File: config.mk
export PLATFORM = sky130hd
export DESIGN_NAME = smsc_core
export DESIGN_NICKNAME = d
export VERILOG_FILES = /design/src/rtl/smsc_pkg.sv /design/src/rtl/smsc_core.sv /design/src/rtl/smsc_sync.sv
export SDC_FILE = /design/constraint.sdc
export NUM_CORES = 1
export LEC_CHECK = 0
export BUFFER_PORTS_ARGS = -buffer_cell sky130_fd_sc_hd__buf_2
export CAP_MARGIN = 10
export CORE_MARGIN = 1
export CORE_UTILIZATION = 25
export DETAILED_ROUTE_END_ITERATION = 12
export PLACE_DENSITY_LB_ADDON = 0.1
export REMOVE_ABC_BUFFERS = 1
export SLEW_MARGIN = 15
export SYNTH_ARGS = -nofsm -noshare
export SYNTH_HDL_FRONTEND = slang
export SYNTH_SLANG_ARGS = --single-unit
File: constraint.sdc
create_clock -name ref_clk -period 8.2 [get_ports ref_clk]
set_clock_uncertainty 0.2 [all_clocks]
set_input_delay 0.41 -clock ref_clk [delete_from_list [all_inputs] [get_ports ref_clk]]
set_output_delay 0.41 -clock ref_clk [all_outputs]
set_load 0.03 [all_outputs]
File: src/rtl/smsc_pkg.sv
/*
  constants, field layout and types shared by the serial peripheral core.
  assumes a single 250 MHz clock and registers reached over AXI4-Lite.
*/
// Notes on behaviour
// RL1 - controller data write starts eight-bit shift
// RL2 - clock stops after byte, done flag set
// RL3 - done flag plus enable raises interrupt
// RL4 - software selects the target before writing
// RL5 - select low frames a packet, high resyncs
// RL6 - out on MOSI, in on MISO, simultaneously
// RL7 - next write continues, select high ends
// RL8 - target idle while select high, MISO off
// RL9 - target accepts data writes while deselected
// RL10 - target sets done after eight bits in
// RL11 - target may load next before reading
// RL12 - last received byte kept in buffer
// RL13 - no data write before shift completes
// RL14 - read each byte before next completes
// RL15 - remote clock at most quarter rate
// RL16 - pin directions follow role when enabled
// RL17 - selectable LSB-first or MSB-first order
// RL18 - seven rates including half-clock double speed
// RL19 - write during transfer sets collision flag
// RL20 - transfer event wakes processor from idle
// RL21 - target select high drops partial byte
// RL22 - select input low demotes controller, flags
// RL23 - polarity sets idle level, phase sample edge
// RL24 - rate bits divide 4/16/64/128, doubled halves
// RL25 - data read gives buffer, write loads shifter
package smsc_pkg;
	// register byte offsets on the bus
	localparam int SMSC_ADDR_W = 4;
	localparam logic [3:0] SMSC_OFS_CTRL = 4'h0;
	localparam logic [3:0] SMSC_OFS_STATUS = 4'h4;
	localparam logic [3:0] SMSC_OFS_DATA = 4'h8;
	// control register layout, bit 10 down to bit 0
	typedef struct packed {
		logic miso_user_en;
		logic ss_level;
		logic ss_is_output;
		logic irq_enable;
		logic enable;
		logic bit_order_select;
		logic controller_select;
		logic cpol;
		logic cpha;
		logic rate_select_hi;
		logic rate_select_lo;
	} smsc_ctrl_type;
	localparam int SMSC_CTRL_W = 11;
	localparam int SMSC_CTRL_LOW_W = 8;
	// select output level high (deselected) out of reset; the pin is not driven
	localparam smsc_ctrl_type SMSC_CTRL_RESET = 11'h200;
	// status register bit positions
	localparam int SMSC_STAT_FLAG_BIT = 7;
	localparam int SMSC_STAT_WRITE_COLLISION_FLAG_BIT = 6;
	localparam int SMSC_STAT_DOUBLE_BIT = 0;
	// clock half periods in cycles, indexed by the two rate bits
	localparam logic [3:0][6:0] SMSC_HALF_NORMAL = {7'h40, 7'h20, 7'h08, 7'h02};
	localparam logic [3:0][6:0] SMSC_HALF_DOUBLE = {7'h20, 7'h10, 7'h04, 7'h01};
	localparam logic [6:0] SMSC_DIV_START = 7'h01;
	// sixteen clock edges per byte, eight sampled bits
	localparam logic [4:0] SMSC_LAST_EDGE = 5'h0F;
	localparam logic [2:0] SMSC_LAST_BIT = 3'h7;
	// AXI4-Lite responses
	localparam logic [1:0] SMSC_RESP_OKAY = 2'h0;
	localparam logic [1:0] SMSC_RESP_SLVERR = 2'h2;
	// controller shift engine
	typedef enum logic {SMSC_IDLE, SMSC_SHIFT} smsc_state_type;
endpackage

File: src/rtl/smsc_core.sv
/*
  serial peripheral core: controller or target, eight-bit full-duplex
  exchange, registers over AXI4-Lite.
  assumes one clock, pins split into in/out/enable, and a bus master
  that keeps one write and one read outstanding at most.
*/
// Our own choices: the register offsets and the AXI4-Lite slave port.
`timescale 1ns/1ns
module smsc_core
	import smsc_pkg::*;
(
	input wire logic ref_clk,
	input wire logic reset,
	input wire logic [SMSC_ADDR_W-1:0] s_axi_awaddr,
	input wire logic s_axi_awvalid,
	output logic s_axi_awready,
	input wire logic [31:0] s_axi_wdata,
	input wire logic [3:0] s_axi_wstrb,
	input wire logic s_axi_wvalid,
	output logic s_axi_wready,
	output logic [1:0] s_axi_bresp,
	output logic s_axi_bvalid,
	input wire logic s_axi_bready,
	input wire logic [SMSC_ADDR_W-1:0] s_axi_araddr,
	input wire logic s_axi_arvalid,
	output logic s_axi_arready,
	output logic [31:0] s_axi_rdata,
	output logic [1:0] s_axi_rresp,
	output logic s_axi_rvalid,
	input wire logic s_axi_rready,
	input wire logic sck_in,
	output logic sck_out,
	output logic sck_oe,
	input wire logic mosi_in,
	output logic mosi_out,
	output logic mosi_oe,
	input wire logic miso_in,
	output logic miso_out,
	output logic miso_oe,
	input wire logic ss_n_in,
	output logic ss_n_out,
	output logic ss_n_oe,
	output logic irq_request,
	output logic wake_request
);
	smsc_ctrl_type ctrl; // control register
	logic double_rate; // status bit 0, software owned
	logic transfer_done_flag; // sticky end of byte
	logic write_collision_flag; // sticky write while busy
	logic armed; // status read seen with a flag up
	logic [7:0] sh; // exchange shift register
	logic [7:0] tx_byte; // last byte loaded, for target restore
	logic [7:0] rx_buf; // receive buffer
	logic [7:0] rx_sh; // incoming bits, kept apart from the outgoing shifter
	logic [1:0] samp_dly; // controller sample strobes waiting out the pin synchroniser
	logic [1:0] done_dly; // controller end of byte, delayed alike
	logic out_bit; // bit presented on the outgoing data pin
	logic sck_phase; // controller clock away from idle
	logic sck_prev; // previous synchronised clock
	logic [2:0] bit_cnt; // sampled bits of the current byte
	logic [4:0] edge_cnt; // controller clock edges so far
	logic [6:0] div_cnt; // controller half period counter
	smsc_state_type state;
	smsc_state_type next_state;
	logic [3:0] pins_s; // synchronised sck, mosi, miso, ss_n

	// all pins cross into ref_clk here; select idles high
	smsc_sync #(.WIDTH(4), .RESET_VALUE(4'h1)) u_sync
	(
		.ref_clk(ref_clk),
		.reset(reset),
		.async_in({sck_in, mosi_in, miso_in, ss_n_in}),
		.sync_out(pins_s)
	);

	wire sck_s = pins_s[3];
	wire mosi_s = pins_s[2];
	wire miso_s = pins_s[1];
	wire ss_n_s = pins_s[0];

	// bus decode: write address and data are taken together
	wire write_fire = s_axi_awvalid & s_axi_wvalid & ~s_axi_bvalid;
	wire read_fire = s_axi_arvalid & ~s_axi_rvalid;
	wire wr_ctrl = write_fire & (s_axi_awaddr == SMSC_OFS_CTRL);
	wire wr_stat = write_fire & (s_axi_awaddr == SMSC_OFS_STATUS);
	wire wr_data = write_fire & (s_axi_awaddr == SMSC_OFS_DATA);
	wire wr_mapped = wr_ctrl | wr_stat | wr_data;
	wire rd_ctrl = s_axi_araddr == SMSC_OFS_CTRL;
	wire rd_stat = s_axi_araddr == SMSC_OFS_STATUS;
	wire rd_data = s_axi_araddr == SMSC_OFS_DATA;
	wire rd_mapped = rd_ctrl | rd_stat | rd_data;
	wire data_write = wr_data & s_axi_wstrb[0];
	// a data register read, or a data write with byte lane 0 enabled, completes the flag clear sequence
	wire data_access = data_write | (read_fire & rd_data);

	assign s_axi_awready = write_fire;
	assign s_axi_wready = write_fire;
	assign s_axi_arready = read_fire;

	// roles and pin directions
	wire is_ctrl = ctrl.enable & ctrl.controller_select;
	wire is_tgt = ctrl.enable & ~ctrl.controller_select;
	wire tgt_active = is_tgt & ~ss_n_s; // [RL8]
	wire mode_fault = is_ctrl & ~ctrl.ss_is_output & ~ss_n_s; // [RL22]

	assign sck_oe = is_ctrl; // [RL16]
	assign mosi_oe = is_ctrl; // [RL16]
	assign ss_n_oe = is_ctrl & ctrl.ss_is_output; // [RL16]
	assign miso_oe = tgt_active & ctrl.miso_user_en; // [RL8] [RL16]
	assign ss_n_out = ctrl.ss_level; // [RL4] [RL5]
	assign mosi_out = out_bit; // [RL6]
	assign miso_out = out_bit; // [RL6]
	assign sck_out = ctrl.cpol ^ sck_phase; // [RL23]
	assign irq_request = transfer_done_flag & ctrl.irq_enable; // [RL3]

	// controller timing: half period from the rate table
	wire [1:0] rate = {ctrl.rate_select_hi, ctrl.rate_select_lo};
	wire [6:0] half = double_rate ? SMSC_HALF_DOUBLE[rate] : SMSC_HALF_NORMAL[rate]; // [RL18] [RL24]
	// >= keeps the engine alive if the rate drops mid byte
	wire tick = (state == SMSC_SHIFT) & is_ctrl & (div_cnt >= half);
	wire last_edge = edge_cnt == SMSC_LAST_EDGE;
	wire sample_c = tick & (edge_cnt[0] == ctrl.cpha); // [RL23]
	wire setup_c = tick & (edge_cnt[0] != ctrl.cpha);
	wire done_c = tick & last_edge; // [RL2]

	// target timing: edges of the synchronised clock
	wire edge_t = tgt_active & (sck_s ^ sck_prev); // [RL8]
	wire leading_t = sck_s != ctrl.cpol; // [RL23]
	wire sample_t = edge_t & (leading_t ^ ctrl.cpha); // [RL23]
	wire setup_t = edge_t & ~(leading_t ^ ctrl.cpha);
	wire done_t = sample_t & (bit_cnt == SMSC_LAST_BIT); // [RL10]

	// shared datapath
	wire sample = sample_c | sample_t;
	wire setup = setup_c | setup_t;
	wire in_bit = is_ctrl ? miso_s : mosi_s; // [RL6]
	wire [7:0] shifted = ctrl.bit_order_select ? {in_bit, sh[7:1]} : {sh[6:0], in_bit}; // [RL17]
	wire sh_first = ctrl.bit_order_select ? sh[0] : sh[7]; // [RL17]
	wire wd_first = ctrl.bit_order_select ? s_axi_wdata[0] : s_axi_wdata[7];
	wire [7:0] sh_keep = sample ? shifted : sh; // shifter value when nothing is loaded
	// the synchronised data pin lags the clock we drive by two cycles, so the
	// controller takes each bit two cycles after its sampling edge; this costs
	// two cycles of flag latency but keeps the fastest rates usable
	wire rx_take = sample_t | samp_dly[1]; // [RL6]
	wire [7:0] rx_shifted = ctrl.bit_order_select ? {in_bit, rx_sh[7:1]} : {rx_sh[6:0], in_bit}; // [RL17]
	wire [7:0] rx_next = rx_take ? rx_shifted : rx_sh;
	wire xfer_done = done_dly[1] | done_t; // [RL2] [RL10]

	// a target byte is under way once its first bit is in
	wire busy = (state == SMSC_SHIFT) | (tgt_active & (bit_cnt != 3'h0));
	wire collide = data_write & busy; // [RL19]
	wire load = data_write & ~busy; // [RL9] [RL11] [RL25]
	wire start = load & is_ctrl & ~mode_fault; // [RL1] [RL7]
	wire tgt_drop = is_tgt & ss_n_s & (bit_cnt != 3'h0); // [RL21]
	wire bit_clr = start | ~ctrl.enable | (is_tgt & ss_n_s); // [RL21]

	// readback words
	wire [31:0] status_word = (32'(transfer_done_flag) << SMSC_STAT_FLAG_BIT)
		| (32'(write_collision_flag) << SMSC_STAT_WRITE_COLLISION_FLAG_BIT)
		| (32'(double_rate) << SMSC_STAT_DOUBLE_BIT);
	wire [31:0] read_word = rd_ctrl ? {21'h0, ctrl}
		: rd_stat ? status_word
		: rd_data ? {24'h000000, rx_buf} // [RL25]
		: 32'h00000000;
	wire [SMSC_CTRL_W-1:0] ctrl_write = {
		s_axi_wstrb[1] ? s_axi_wdata[SMSC_CTRL_W-1:SMSC_CTRL_LOW_W] : ctrl[SMSC_CTRL_W-1:SMSC_CTRL_LOW_W],
		s_axi_wstrb[0] ? s_axi_wdata[SMSC_CTRL_LOW_W-1:0] : ctrl[SMSC_CTRL_LOW_W-1:0]};

	// controller engine: idle until a byte is loaded
	always_comb
	begin
		next_state = state;
		unique case (state)
			SMSC_IDLE:
				if (start)
					next_state = SMSC_SHIFT; // [RL1]
			SMSC_SHIFT:
				// demotion or disable abandons the byte
				if (done_c | ~is_ctrl)
					next_state = SMSC_IDLE; // [RL2] [RL22]
		endcase
	end

	// state register
	always_ff @(posedge ref_clk)
	begin
		if (reset)
			state <= SMSC_IDLE;
		else
			state <= next_state;
	end

	// clock divider and edge counter, held at SMSC_DIV_START and zero while idle
	always_ff @(posedge ref_clk)
	begin
		if (reset || state == SMSC_IDLE)
		begin
			div_cnt <= SMSC_DIV_START;
			edge_cnt <= 5'h00;
			sck_phase <= 1'b0; // [RL23]
		end
		else if (tick)
		begin
			div_cnt <= SMSC_DIV_START; // [RL24]
			edge_cnt <= edge_cnt + 5'h01;
			sck_phase <= ~sck_phase;
		end
		else
			div_cnt <= div_cnt + 7'h01;
	end

	// bit counter for both roles
	always_ff @(posedge ref_clk)
	begin
		if (reset || bit_clr)
			bit_cnt <= 3'h0;
		else if (sample)
			bit_cnt <= bit_cnt + 3'h1; // wraps to zero on the eighth bit
	end

	// shift register: load, exchange, or restore on deselect
	always_ff @(posedge ref_clk)
	begin
		if (reset)
			sh <= 8'h00;
		else if (load)
			sh <= s_axi_wdata[7:0]; // [RL25]
		else if (sample)
			sh <= shifted; // [RL6]
		else if (tgt_drop)
			sh <= tx_byte; // [RL21]
	end

	// outgoing bit changes only on load, a setup edge, or while a target is deselected
	always_ff @(posedge ref_clk)
	begin
		if (reset)
			out_bit <= 1'b0;
		else if (load)
			out_bit <= wd_first; // [RL17]
		else if (setup || (is_tgt && ss_n_s))
			out_bit <= sh_first; // [RL23]
	end

	// byte kept for a target restore; clock history
	always_ff @(posedge ref_clk)
	begin
		if (reset)
		begin
			tx_byte <= 8'h00;
			sck_prev <= 1'b0;
		end
		else
		begin
			if (load)
				tx_byte <= s_axi_wdata[7:0];
			sck_prev <= sck_s;
		end
	end

	// receive buffer; an unread byte is simply overwritten
	always_ff @(posedge ref_clk)
	begin
		if (reset)
			rx_buf <= 8'h00;
		else if (xfer_done)
			rx_buf <= rx_next; // [RL12] [RL14]
	end

	// controller strobes delayed to meet the synchronised data pin
	always_ff @(posedge ref_clk)
	begin
		if (reset)
		begin
			samp_dly <= 2'h0;
			done_dly <= 2'h0;
		end
		else
		begin
			samp_dly <= {samp_dly[0], sample_c};
			done_dly <= {done_dly[0], done_c};
		end
	end

	// incoming bits for both roles
	always_ff @(posedge ref_clk)
	begin
		if (reset)
			rx_sh <= 8'h00;
		else if (rx_take)
			rx_sh <= rx_shifted; // [RL6]
	end

	// sticky flags: a new event beats a clear in the same cycle
	always_ff @(posedge ref_clk)
	begin
		if (reset)
		begin
			transfer_done_flag <= 1'b0;
			write_collision_flag <= 1'b0;
			armed <= 1'b0;
		end
		else
		begin
			transfer_done_flag <= xfer_done | mode_fault | (transfer_done_flag & ~(data_access & armed)); // [RL2] [RL10]
			write_collision_flag <= collide | (write_collision_flag & ~(data_access & armed)); // [RL19]
			if (read_fire && rd_stat)
				armed <= transfer_done_flag | write_collision_flag;
			else if (data_access)
				armed <= 1'b0;
		end
	end

	// one cycle wake pulse per transfer event
	always_ff @(posedge ref_clk)
	begin
		if (reset)
			wake_request <= 1'b0;
		else
			wake_request <= xfer_done | mode_fault; // [RL20]
	end

	// control and double rate bits; demotion beats a write
	always_ff @(posedge ref_clk)
	begin
		if (reset)
		begin
			ctrl <= SMSC_CTRL_RESET;
			double_rate <= 1'b0;
		end
		else
		begin
			if (mode_fault)
				ctrl.controller_select <= 1'b0; // [RL22]
			else if (wr_ctrl)
				ctrl <= ctrl_write;
			if (wr_stat && s_axi_wstrb[0])
				double_rate <= s_axi_wdata[SMSC_STAT_DOUBLE_BIT]; // [RL18]
		end
	end

	// AXI4-Lite write response
	always_ff @(posedge ref_clk)
	begin
		if (reset)
		begin
			s_axi_bvalid <= 1'b0;
			s_axi_bresp <= SMSC_RESP_OKAY;
		end
		else if (write_fire)
		begin
			s_axi_bvalid <= 1'b1;
			s_axi_bresp <= wr_mapped ? SMSC_RESP_OKAY : SMSC_RESP_SLVERR;
		end
		else if (s_axi_bready)
			s_axi_bvalid <= 1'b0;
	end

	// AXI4-Lite read data
	always_ff @(posedge ref_clk)
	begin
		if (reset)
		begin
			s_axi_rvalid <= 1'b0;
			s_axi_rdata <= 32'h00000000;
			s_axi_rresp <= SMSC_RESP_OKAY;
		end
		else if (read_fire)
		begin
			s_axi_rvalid <= 1'b1;
			s_axi_rdata <= read_word;
			s_axi_rresp <= rd_mapped ? SMSC_RESP_OKAY : SMSC_RESP_SLVERR;
		end
		else if (s_axi_rready)
			s_axi_rvalid <= 1'b0;
	end
endmodule

File: src/rtl/smsc_sync.sv
/*
  two flip-flop synchroniser, one stage pair per bit.
  assumes inputs are asynchronous pins; reset level given per bit.
*/
`timescale 1ns/1ns
module smsc_sync
	import smsc_pkg::*;
#(
	parameter int WIDTH = 4,
	parameter logic [WIDTH-1:0] RESET_VALUE = '0
)
(
	input wire logic ref_clk,
	input wire logic reset,
	input wire logic [WIDTH-1:0] async_in,
	output logic [WIDTH-1:0] sync_out
);
	// first stage is seen only by the second stage
	logic [WIDTH-1:0] meta;

	genvar i;
	generate
		for (i = 0; i < WIDTH; i++)
		begin : g_bit
			// one synchroniser pair per pin
			always_ff @(posedge ref_clk)
			begin
				if (reset)
				begin
					meta[i] <= RESET_VALUE[i];
					sync_out[i] <= RESET_VALUE[i];
				end
				else
				begin
					meta[i] <= async_in[i];
					sync_out[i] <= meta[i];
				end
			end
		end
	endgenerate
endmodule

Word level (Yosys, flattened, before mapping)
Cells that the tools add are included.
{"block": "classes", "add_sub_neg": 3, "magnitude_cmp": 2, "eq_ne": 9, "muxes": 30, "bitwise_logic": 70, "reduce_logical": 19}
{"op": "two-way mux 8 bit", "count": 8}
{"op": "AND 1 bit", "count": 35}
{"op": "binary-select mux 7 bit (select 2 bit)", "count": 2}
{"op": "two-way mux 7 bit", "count": 3}
{"op": "bitwise OR 1 bit", "count": 17}
{"op": "two-way mux 1 bit", "count": 13}
{"op": "NOT 1 bit", "count": 13}
{"op": "two-way mux 11 bit", "count": 1}
{"op": "== test 4 x 3 -> 1 bit (second input constant)", "count": 2}
{"op": "== test 4 bit (second input constant)", "count": 2}
{"op": "zero test 4 bit", "count": 2}
{"op": "bitwise OR 8 x 1 -> 8 bit", "count": 1}
{"op": "bitwise OR 8 x 7 -> 8 bit", "count": 1}
{"op": "nonzero test 2 bit", "count": 4}
{"op": "adder 7 x 1 -> 7 bit (second input constant)", "count": 1}
{"op": ">= comparator 7 bit", "count": 1}
{"op": "AND reduction 3 bit", "count": 2}
{"op": "nonzero test 3 bit", "count": 2}
{"op": "adder 5 x 1 -> 5 bit (second input constant)", "count": 1}
{"op": "== test 5 x 4 -> 1 bit (second input constant)", "count": 1}
{"op": "two-way mux 2 bit", "count": 2}
{"op": "OR reduction 2 bit", "count": 2}
{"op": "adder 3 x 1 -> 3 bit (second input constant)", "count": 1}
{"op": "== test 3 bit (second input constant)", "count": 1}
{"op": "8 further kinds", "count": 15}
{"block": "totals", "register_bits": 117, "in_bits": 55, "out_inout_bits": 51}

Depth between registers and ports, before layout
Gate-level depths: netlist of run 1.
{"block": "depth", "depth_word": 12, "ltp_mapped": 10}

By module
From an unflattened synthesis of run 1, not the netlist that was laid out.
{"block": "unflattened", "cells_unflattened": 521, "area_unflattened_um2": 4773.3}
{"mod": "smsc_core", "instances": 1, "cells_each": 505, "area_per_inst_um2": 4563.1, "seq_area_each_um2": 1721.7}
{"mod": "smsc_sync", "instances": 1, "cells_each": 16, "area_per_inst_um2": 210.2, "seq_area_each_um2": 160.2}

Worst setup path after synthesis of run 1
OpenSTA, ideal clock, no wires.
{"block": "synth_timing", "kind": "reg-to-reg", "start": "register double_rate", "end": "register sh[0]", "setup_time_ps": 91, "t_arrival_ps": 2273, "required_time_ps": 7909, "slack_ps": 5636, "path_stages_with_launch": 10, "cell_sequence": "dfxtp_1 -> clkbuf_1 -> nor3b_1 -> ha_1 -> nand2b_1 -> a2111oi_4 -> o31a_1 -> buf_2 -> o211ai_1 -> a311oi_1"}
{"block": "synth_via", "elab_chain_len": 7, "word_cells_on_any_way": 8}
{"item": "start: declaration", "line_no": "smsc_core.sv:47", "text": "logic double_rate;"}
{"item": "start signal: assignment", "line_no": "smsc_core.sv:338", "text": "double_rate <= s_axi_wdata[SMSC_STAT_DOUBLE_BIT];"}
{"item": "two-way mux 7 bit *", "line_no": "smsc_core.sv:118", "text": "wire [6:0] half = double_rate ? SMSC_HALF_DOUBLE[rate] : SMSC_HALF_NORMAL[rate];"}
{"item": ">= comparator 7 bit *", "line_no": "smsc_core.sv:120", "text": "wire tick = (state == SMSC_SHIFT) & is_ctrl & (div_cnt >= half);"}
{"item": "AND 1 bit *", "line_no": "smsc_core.sv:120"}
{"item": "AND 1 bit *", "line_no": "smsc_core.sv:122", "text": "wire sample_c = tick & (edge_cnt[0] == ctrl.cpha);"}
{"item": "bitwise OR 1 bit *", "line_no": "smsc_core.sv:134", "text": "wire sample = sample_c | sample_t;"}
{"item": "two-way mux 8 bit", "line_no": "smsc_core.sv:228", "text": "else if (sample)"}
{"item": "two-way mux 8 bit", "line_no": "smsc_core.sv:226", "text": "else if (load)"}
{"item": "end signal: assignment", "line_no": "smsc_core.sv:227", "text": "sh <= s_axi_wdata[7:0];"}
{"item": "end signal: assignment", "line_no": "smsc_core.sv:229", "text": "sh <= shifted;"}
{"item": "end signal: assignment", "line_no": "smsc_core.sv:231", "text": "sh <= tx_byte;"}
{"item": "end: declaration", "line_no": "smsc_core.sv:51", "text": "logic [7:0] sh;"}
Mark *: on every way between the ends. The rest lies on a longest branch, timed or not.
A chain may end at the register's enable or synchronous reset.

Final worst setup path of run 1
{"block": "layout_timing", "start": "register double_rate", "end": "register sh[6]"}
Same word-level chain as after synthesis.

==> results of run 1 <==
## cells by family after synthesis
family,after synthesis,synth area share
and+or+nand+nor,183,0.209
buffers and inverters,76,0.0879
xor gates and xnor gates,9,0.0167
other,1,0.000796
adders and majority gates,13,0.0345
AOI/OAI and AO/OA,110,0.167
muxes,38,0.0855
DFF,94,0.399
## final cells by class
cell class | count | area [um2]
Inverter | 16 | 60.1
Clock buffer | 10 | 239
Tap cell | 229 | 287
Fill cell | 1902 | 12800
Sequential cell | 94 | 1880
Timing Repair Buffer | 60 | 303
Clock inverter | 6 | 91.3
Multi-Input combinational cell | 376 | 2510
## state kept, by name, indices dropped and copies added, names as in the netlist, 2 cells and up
register	flops
ctrl	10
div_cnt	7
done_dly	2
tx_byte	8
u_sync.sync_out	4
u_sync.meta	4
edge_cnt	5
samp_dly	2
s_axi_rdata	11
sh	8
rx_sh	8
bit_cnt	3
rx_buf	8
## how the worst max path moves through the flow
stage | from | to | slack (ps) | cells past startpoint
floorplan | double_rate | state | 5630 | 7
global placement | ctrl[4] | sh[7] | 5130 | 5
detailed placement | double_rate | sh[6] | 5110 | 7
CTS | double_rate | sh[6] | 5090 | 7
global route | double_rate | sh[6] | 4840 | 7
finish | double_rate | sh[6] | 5110 | 7
## per-stage QoR
step	setup slack [ps]	total power, mW
2_1_floorplan	5630	0.508
3_3_place_gp	5130	0.533
3_5_place_dp	5110	0.533
4_1_cts	5090	1.01
5_1_grt	4840	1.03
6_report	5110	0.993
## layer usage
metal	part of all wire	track usage	vias up
li1	-	-	1892
met4	0.013	0.0439	0
met5	0	0	-
met3	0.038	0.0320	11
met2	0.46	0.215	79
met1	0.49	0.180	1771
## power breakdown
part           internal, mW  total (mW)  switching (mW)
combinational        0.0156      0.0594          0.0438
clock                 0.278       0.470           0.192
sequential            0.461       0.463         0.00255
total                 0.754       0.993           0.238
## cell usage in the layout (no fill, tap or decap), types with 4 or more instances in the layout
cell type	n
nor2_1	57
or3_1	10
nand2b_1	16
inv_1	16
o221ai_1	6
o31ai_1	7
o21ai_0	6
clkbuf_16	9
and3_1	8
a222oi_1	5
conb_1	23
nand2_1	27
a22oi_1	7
xor2_1	5
and2_1	4
a211oi_1	7
o211ai_1	5
o311ai_1	6
dfxtp_1	94
nor3_1	16
buf_2	59
mux2_2	8
nand3b_1	5
o22ai_1	6
nand3_1	8
xnor2_1	4
a21oi_1	34
ha_1	13
mux2i_1	29
nor2b_1	13
==> impl_metrics.tcl, run 1 <==
set metrics [dict create \
    drc_errors 0 \
    whs_ps 34.1 \
    reg2reg_depth 7 \
    setup_tns_ps 0 \
    final_cells 791 \
    start_util 0.259 \
    globalplace.congestion 0.710 \
    numCtsBuffers 9 \
    grt_pass1_vias 3745 \
    grt_max_degree 55 \
    synth_ff_type "dfxtp_1" \
    drv_slew 0 \
    dieArea_mm2 0.0194 \
    fin_crit_sh 0.376 \
    synth_top_area_frac 0.399 \
    whs_endpoint "u_sync.meta[0]" \
    status "complete, no violations" \
    synth_seq_cells 94 \
    yosysTopAreaCell "dfxtp_1" \
    initialDrtViolationCount 231 \
    syn_area_mm2 0.00471 \
    die_y_um 139 \
    clk_path_buf_depth 2 \
    placed_area_mm2 0.00503 \
    std_cell_rows 49 \
    synth_edf_count 0 \
    routedWlPerCell_um 15.8 \
    setup_viol 0 \
    hold_buffers 0 \
    portBuffers 59 \
    clock_sinks 94 \
    fin_nets 625 \
    ant_nets 0 \
    ir_drop_v 0.0000955 \
    path_cells "nor3b_1, ha_1, nand2b_1, a2111oi_4, o31a_1, o21ai_1, o221ai_1" \
    grt.overflow.total 0 \
    die_x_um 139 \
    synth_cells 524 \
    r2r_end "sh[6]" \
    vias 3753 \
    fin_crit_ps 3090 \
    r2r_setup_slack_ps 5110 \
    critPathMaxStageDelay_ps 560 \
    layout-drive-gt1-share 0.181 \
    first_pass_iters 5 \
    placedCellCount 775 \
    synth_warnings 0 \
    clk_pin_slew_ps 70 \
    syn_area_per_cell_um2 8.99 \
    vias_per_cell 4.74 \
    dp_hpwl_mm 8.84 \
    grtUsageTotal 0.135 \
    clock_latency_ps 350 \
    core_mm2 0.0182 \
    critPathArrivalTime_ps 3150 \
    critPathBufInv 0 \
    cts_resized 0 \
    r2r_start "double_rate" \
    end_kind "flip-flop" \
    num_antenna_cells 0 \
    synthArstFlopShare 0 \
    ys_types 62 \
    grt_antenna_before_repair 0 \
    post_cts_buffers 0 \
    area_delta_synth_final_pct 13.9 \
    io_pins 106 \
    clockRootBuffer "clkbuf_16" \
    path_max_fanout 15 \
    holdCritStartpoint "ss_n_in" \
    critPathRequiredTime_ps 8260 \
    synth.most_common_cell "dfxtp_1" \
    crit_slowest_cell "o31a_1" \
    hp-class "in -> reg" \
    grt_pass1_wl_mm 20.4 \
    worst_pin_slew_ps 1200 \
    p_per_area_mw_per_mm2 185 \
    drt_wl_total_mm 12.5 \
    hold_viol 0 \
    h-tree-depth 3 \
    synthTopCellsByCount "dfxtp_1, nor2_1, a21oi_1" \
    max_freq_ghz 0.324 \
    p_leak_nw 2.20 \
    fin_area_mm2 0.00537 \
    yosysSeqAreaShare 0.399 \
    critical_path.startpoint_type "flip-flop" \
    setup.worst_path.class "reg -> reg" \
    synthTopCellsByArea "dfxtp_1, mux2i_1, nor2_1" \
    whs_path_depth 2 \
    cp_top_family "compound AO/OA/AOI/OAI gates" \
    post-route-util 0.295 \
    rsz0062_at_grt "false" \
    tritoncts "yes" \
    timing.max_cap.violations 0 \
    relSlewSlack 0.191 \
]
(Power assumes the default switching activity.)
==> inputs of run 2 (changes only) <==
==> constraint.sdc (replaced) <==
create_clock -name ref_clk -period 2.99 [get_ports ref_clk]
set_clock_uncertainty 0.2 [all_clocks]
set_input_delay 0.1495 -clock ref_clk [delete_from_list [all_inputs] [get_ports ref_clk]]
set_output_delay 0.1495 -clock ref_clk [all_outputs]
set_load 0.03 [all_outputs]
==> impl_metrics.tcl, run 2 (synthesized netlist as in run 1, its figures left out) <==
set metrics [dict create \
    ant_nets 0 \
    initialDrtViolationCount 303 \
    drc_errors 0 \
    setup_slack_ps 196 \
    status "complete, no violations" \
    cp_num_cells 9 \
    grt_pass1_vias 3686 \
    fin_crit_sh 0.934 \
    clk_pin_slew_ps 70 \
    layout_common_cells "dfxtp_1, buf_2, nor2_1, a21oi_1, mux2i_1" \
    vias 3947 \
    fin_nets 663 \
    vias_per_cell 4.76 \
    tritoncts "yes" \
    clock_latency_ps 350 \
    cp-startpoint "ctrl[0]" \
    io_pins 106 \
    clock_sinks 94 \
    p_per_area_mw_per_mm2 458 \
    layout-drive-gt1-share 0.195 \
    r2r_start "ctrl[0]" \
    top_register "s_axi_rdata" \
    layout_commonest_cell "dfxtp_1" \
    crit_slowest_cell "dfxtp_1" \
    hold_viol 0 \
    routedWlPerCell_um 15.5 \
    hp-class "in -> reg" \
    end_kind "flip-flop" \
    largest_reg_flops 11 \
    std_cell_rows 49 \
    grt_antenna_before_repair 0 \
    reg2reg_depth 9 \
    timing.max_cap.violations 0 \
    setup_viol 0 \
    critPathRequiredTime_ps 3000 \
    worst_pin_slew_ps 742 \
    critical_path.startpoint_type "flip-flop" \
    p_leak_nw 2.34 \
    ir_drop_v 0.000271 \
    portBuffers 59 \
    path_max_fanout 9 \
    numCtsBuffers 9 \
    dieArea_mm2 0.0194 \
    drv_slew 0 \
    r2r_setup_slack_ps 200 \
    cts_resized 0 \
    critPathMaxStageDelay_ps 500 \
    max_freq_ghz 0.358 \
    clockRootBuffer "clkbuf_16" \
    rsz0062_at_grt "false" \
    critPathArrivalTime_ps 2810 \
    start_util 0.259 \
    core_mm2 0.0182 \
    grt_pass1_wl_mm 20.4 \
    grt.overflow.total 0 \
    fillers 1934 \
    grtUsageTotal 0.136 \
    r2r_end "sh[6]" \
    relSlewSlack 0.504 \
    top_regs "s_axi_rdata x11, ctrl x10" \
    path_cells "xnor2_1, nand2_1, ha_1, a21o_1, a21oi_1, nor2_1, buf_4, o311ai_1, o221ai_1" \
    die_y_um 139 \
    h-tree-depth 3 \
    post-place-ws_ps 203 \
    clk_path_buf_depth 2 \
    cp_top_family "compound AO/OA/AOI/OAI gates" \
    critPathBufInv 1 \
    num_antenna_cells 0 \
    area_delta_synth_final_pct 20.0 \
    setup.worst_path.end "sh[6]" \
    die_x_um 139 \
    fin_crit_ps 2790 \
    dp_hpwl_mm 9.40 \
    grt_max_degree 32 \
    first_pass_iters 5 \
    globalplace.congestion 0.736 \
    setup_tns_ps 0 \
    drt_wl_total_mm 12.9 \
    setup.worst_path.class "reg -> reg" \
]
## run 2: cell types whose count changed in the layout (fill, tap and decap cells not counted)
cell           previous run  this run
buf_4                     1        18
inv_6                     2         0
nor4_4                    2         1
nor4_2                    0         1
clkinv_2                  1         0
clkbuf_8                  1         3
bufinv_16                 2         0
clkinv_4                  1         0
dlygate4sd3_1             0        21
clkinvlp_4                0         2
clkbuf_1                  0         2
## run 2: worst min path at each step
| stage | cells past startpoint | startpoint | to | slack (ps) |
|---|---|---|---|---|
| floorplan | 1 | reset | miso_out | 10 |
| global placement | 2 | ss_n_in | u_sync.meta[0] | 140 |
| detailed placement | 2 | ss_n_in | u_sync.meta[0] | 140 |
| CTS | 3 | s_axi_wstrb[1] | ss_n_out | 4 |
| global route | 3 | s_axi_wstrb[1] | ss_n_out | 30 |
| finish | 4 | s_axi_wstrb[0] | double_rate | 20 |
## run 2: worst register-to-register path, stage by stage, from the launching register on
cell and delay, ps:
dfxtp_1 500, xnor2_1 160, nand2_1 70, ha_1 310
a21o_1 180, a21oi_1 290, nor2_1 220, buf_4 210
o311ai_1 340, o221ai_1 170
## run 2: metrics by stage
step                hold slack [ps]  instances   util  cell area, um2  power [mW]
floorplan                      14.1        486      -            4440        1.39
global placement                135        791  0.283            5150        1.47
detailed placement              139        791  0.283            5150        1.47
CTS                            4.48        828  0.310            5650        2.64
global route                   34.1        829  0.311            5660        2.71
finish                         17.4        829  0.311            5660        2.59
## run 2: per-layer routing
| metal | track usage | up-vias | routed length (um) |
|---|---|---|---|
| met1 | 0.184 | 1866 | 6310 |
| met2 | 0.214 | 115 | 5750 |
| li1 | - | 1960 | - |
| met5 | 0 | - | 0 |
| met3 | 0.0351 | 6 | 680 |
| met4 | 0.0345 | 0 | 107 |
## run 2: area by class of cell
class | instances | area [um2] | share of cell area
clock buffer | 14 | 274 | 0.0484
tap | 229 | 287 | 0.0506
multi-input combinational | 376 | 2500 | 0.442
sequential | 94 | 1880 | 0.333
timing repair buffer | 98 | 641 | 0.113
clock inverter | 2 | 15.0 | 0.00265
inverter | 16 | 60.1 | 0.0106
## run 2: what timing repair did
action,in CTS,in global routing
hold endpoints to repair,36,0
setup endpoints to repair,0,3
hold buffers,21,0
buffers inserted,0,1
## run 2: power breakdown
group	internal, mW	switching (mW)
registers	1.26	0.00688
clock network	0.634	0.497
logic	0.0649	0.126
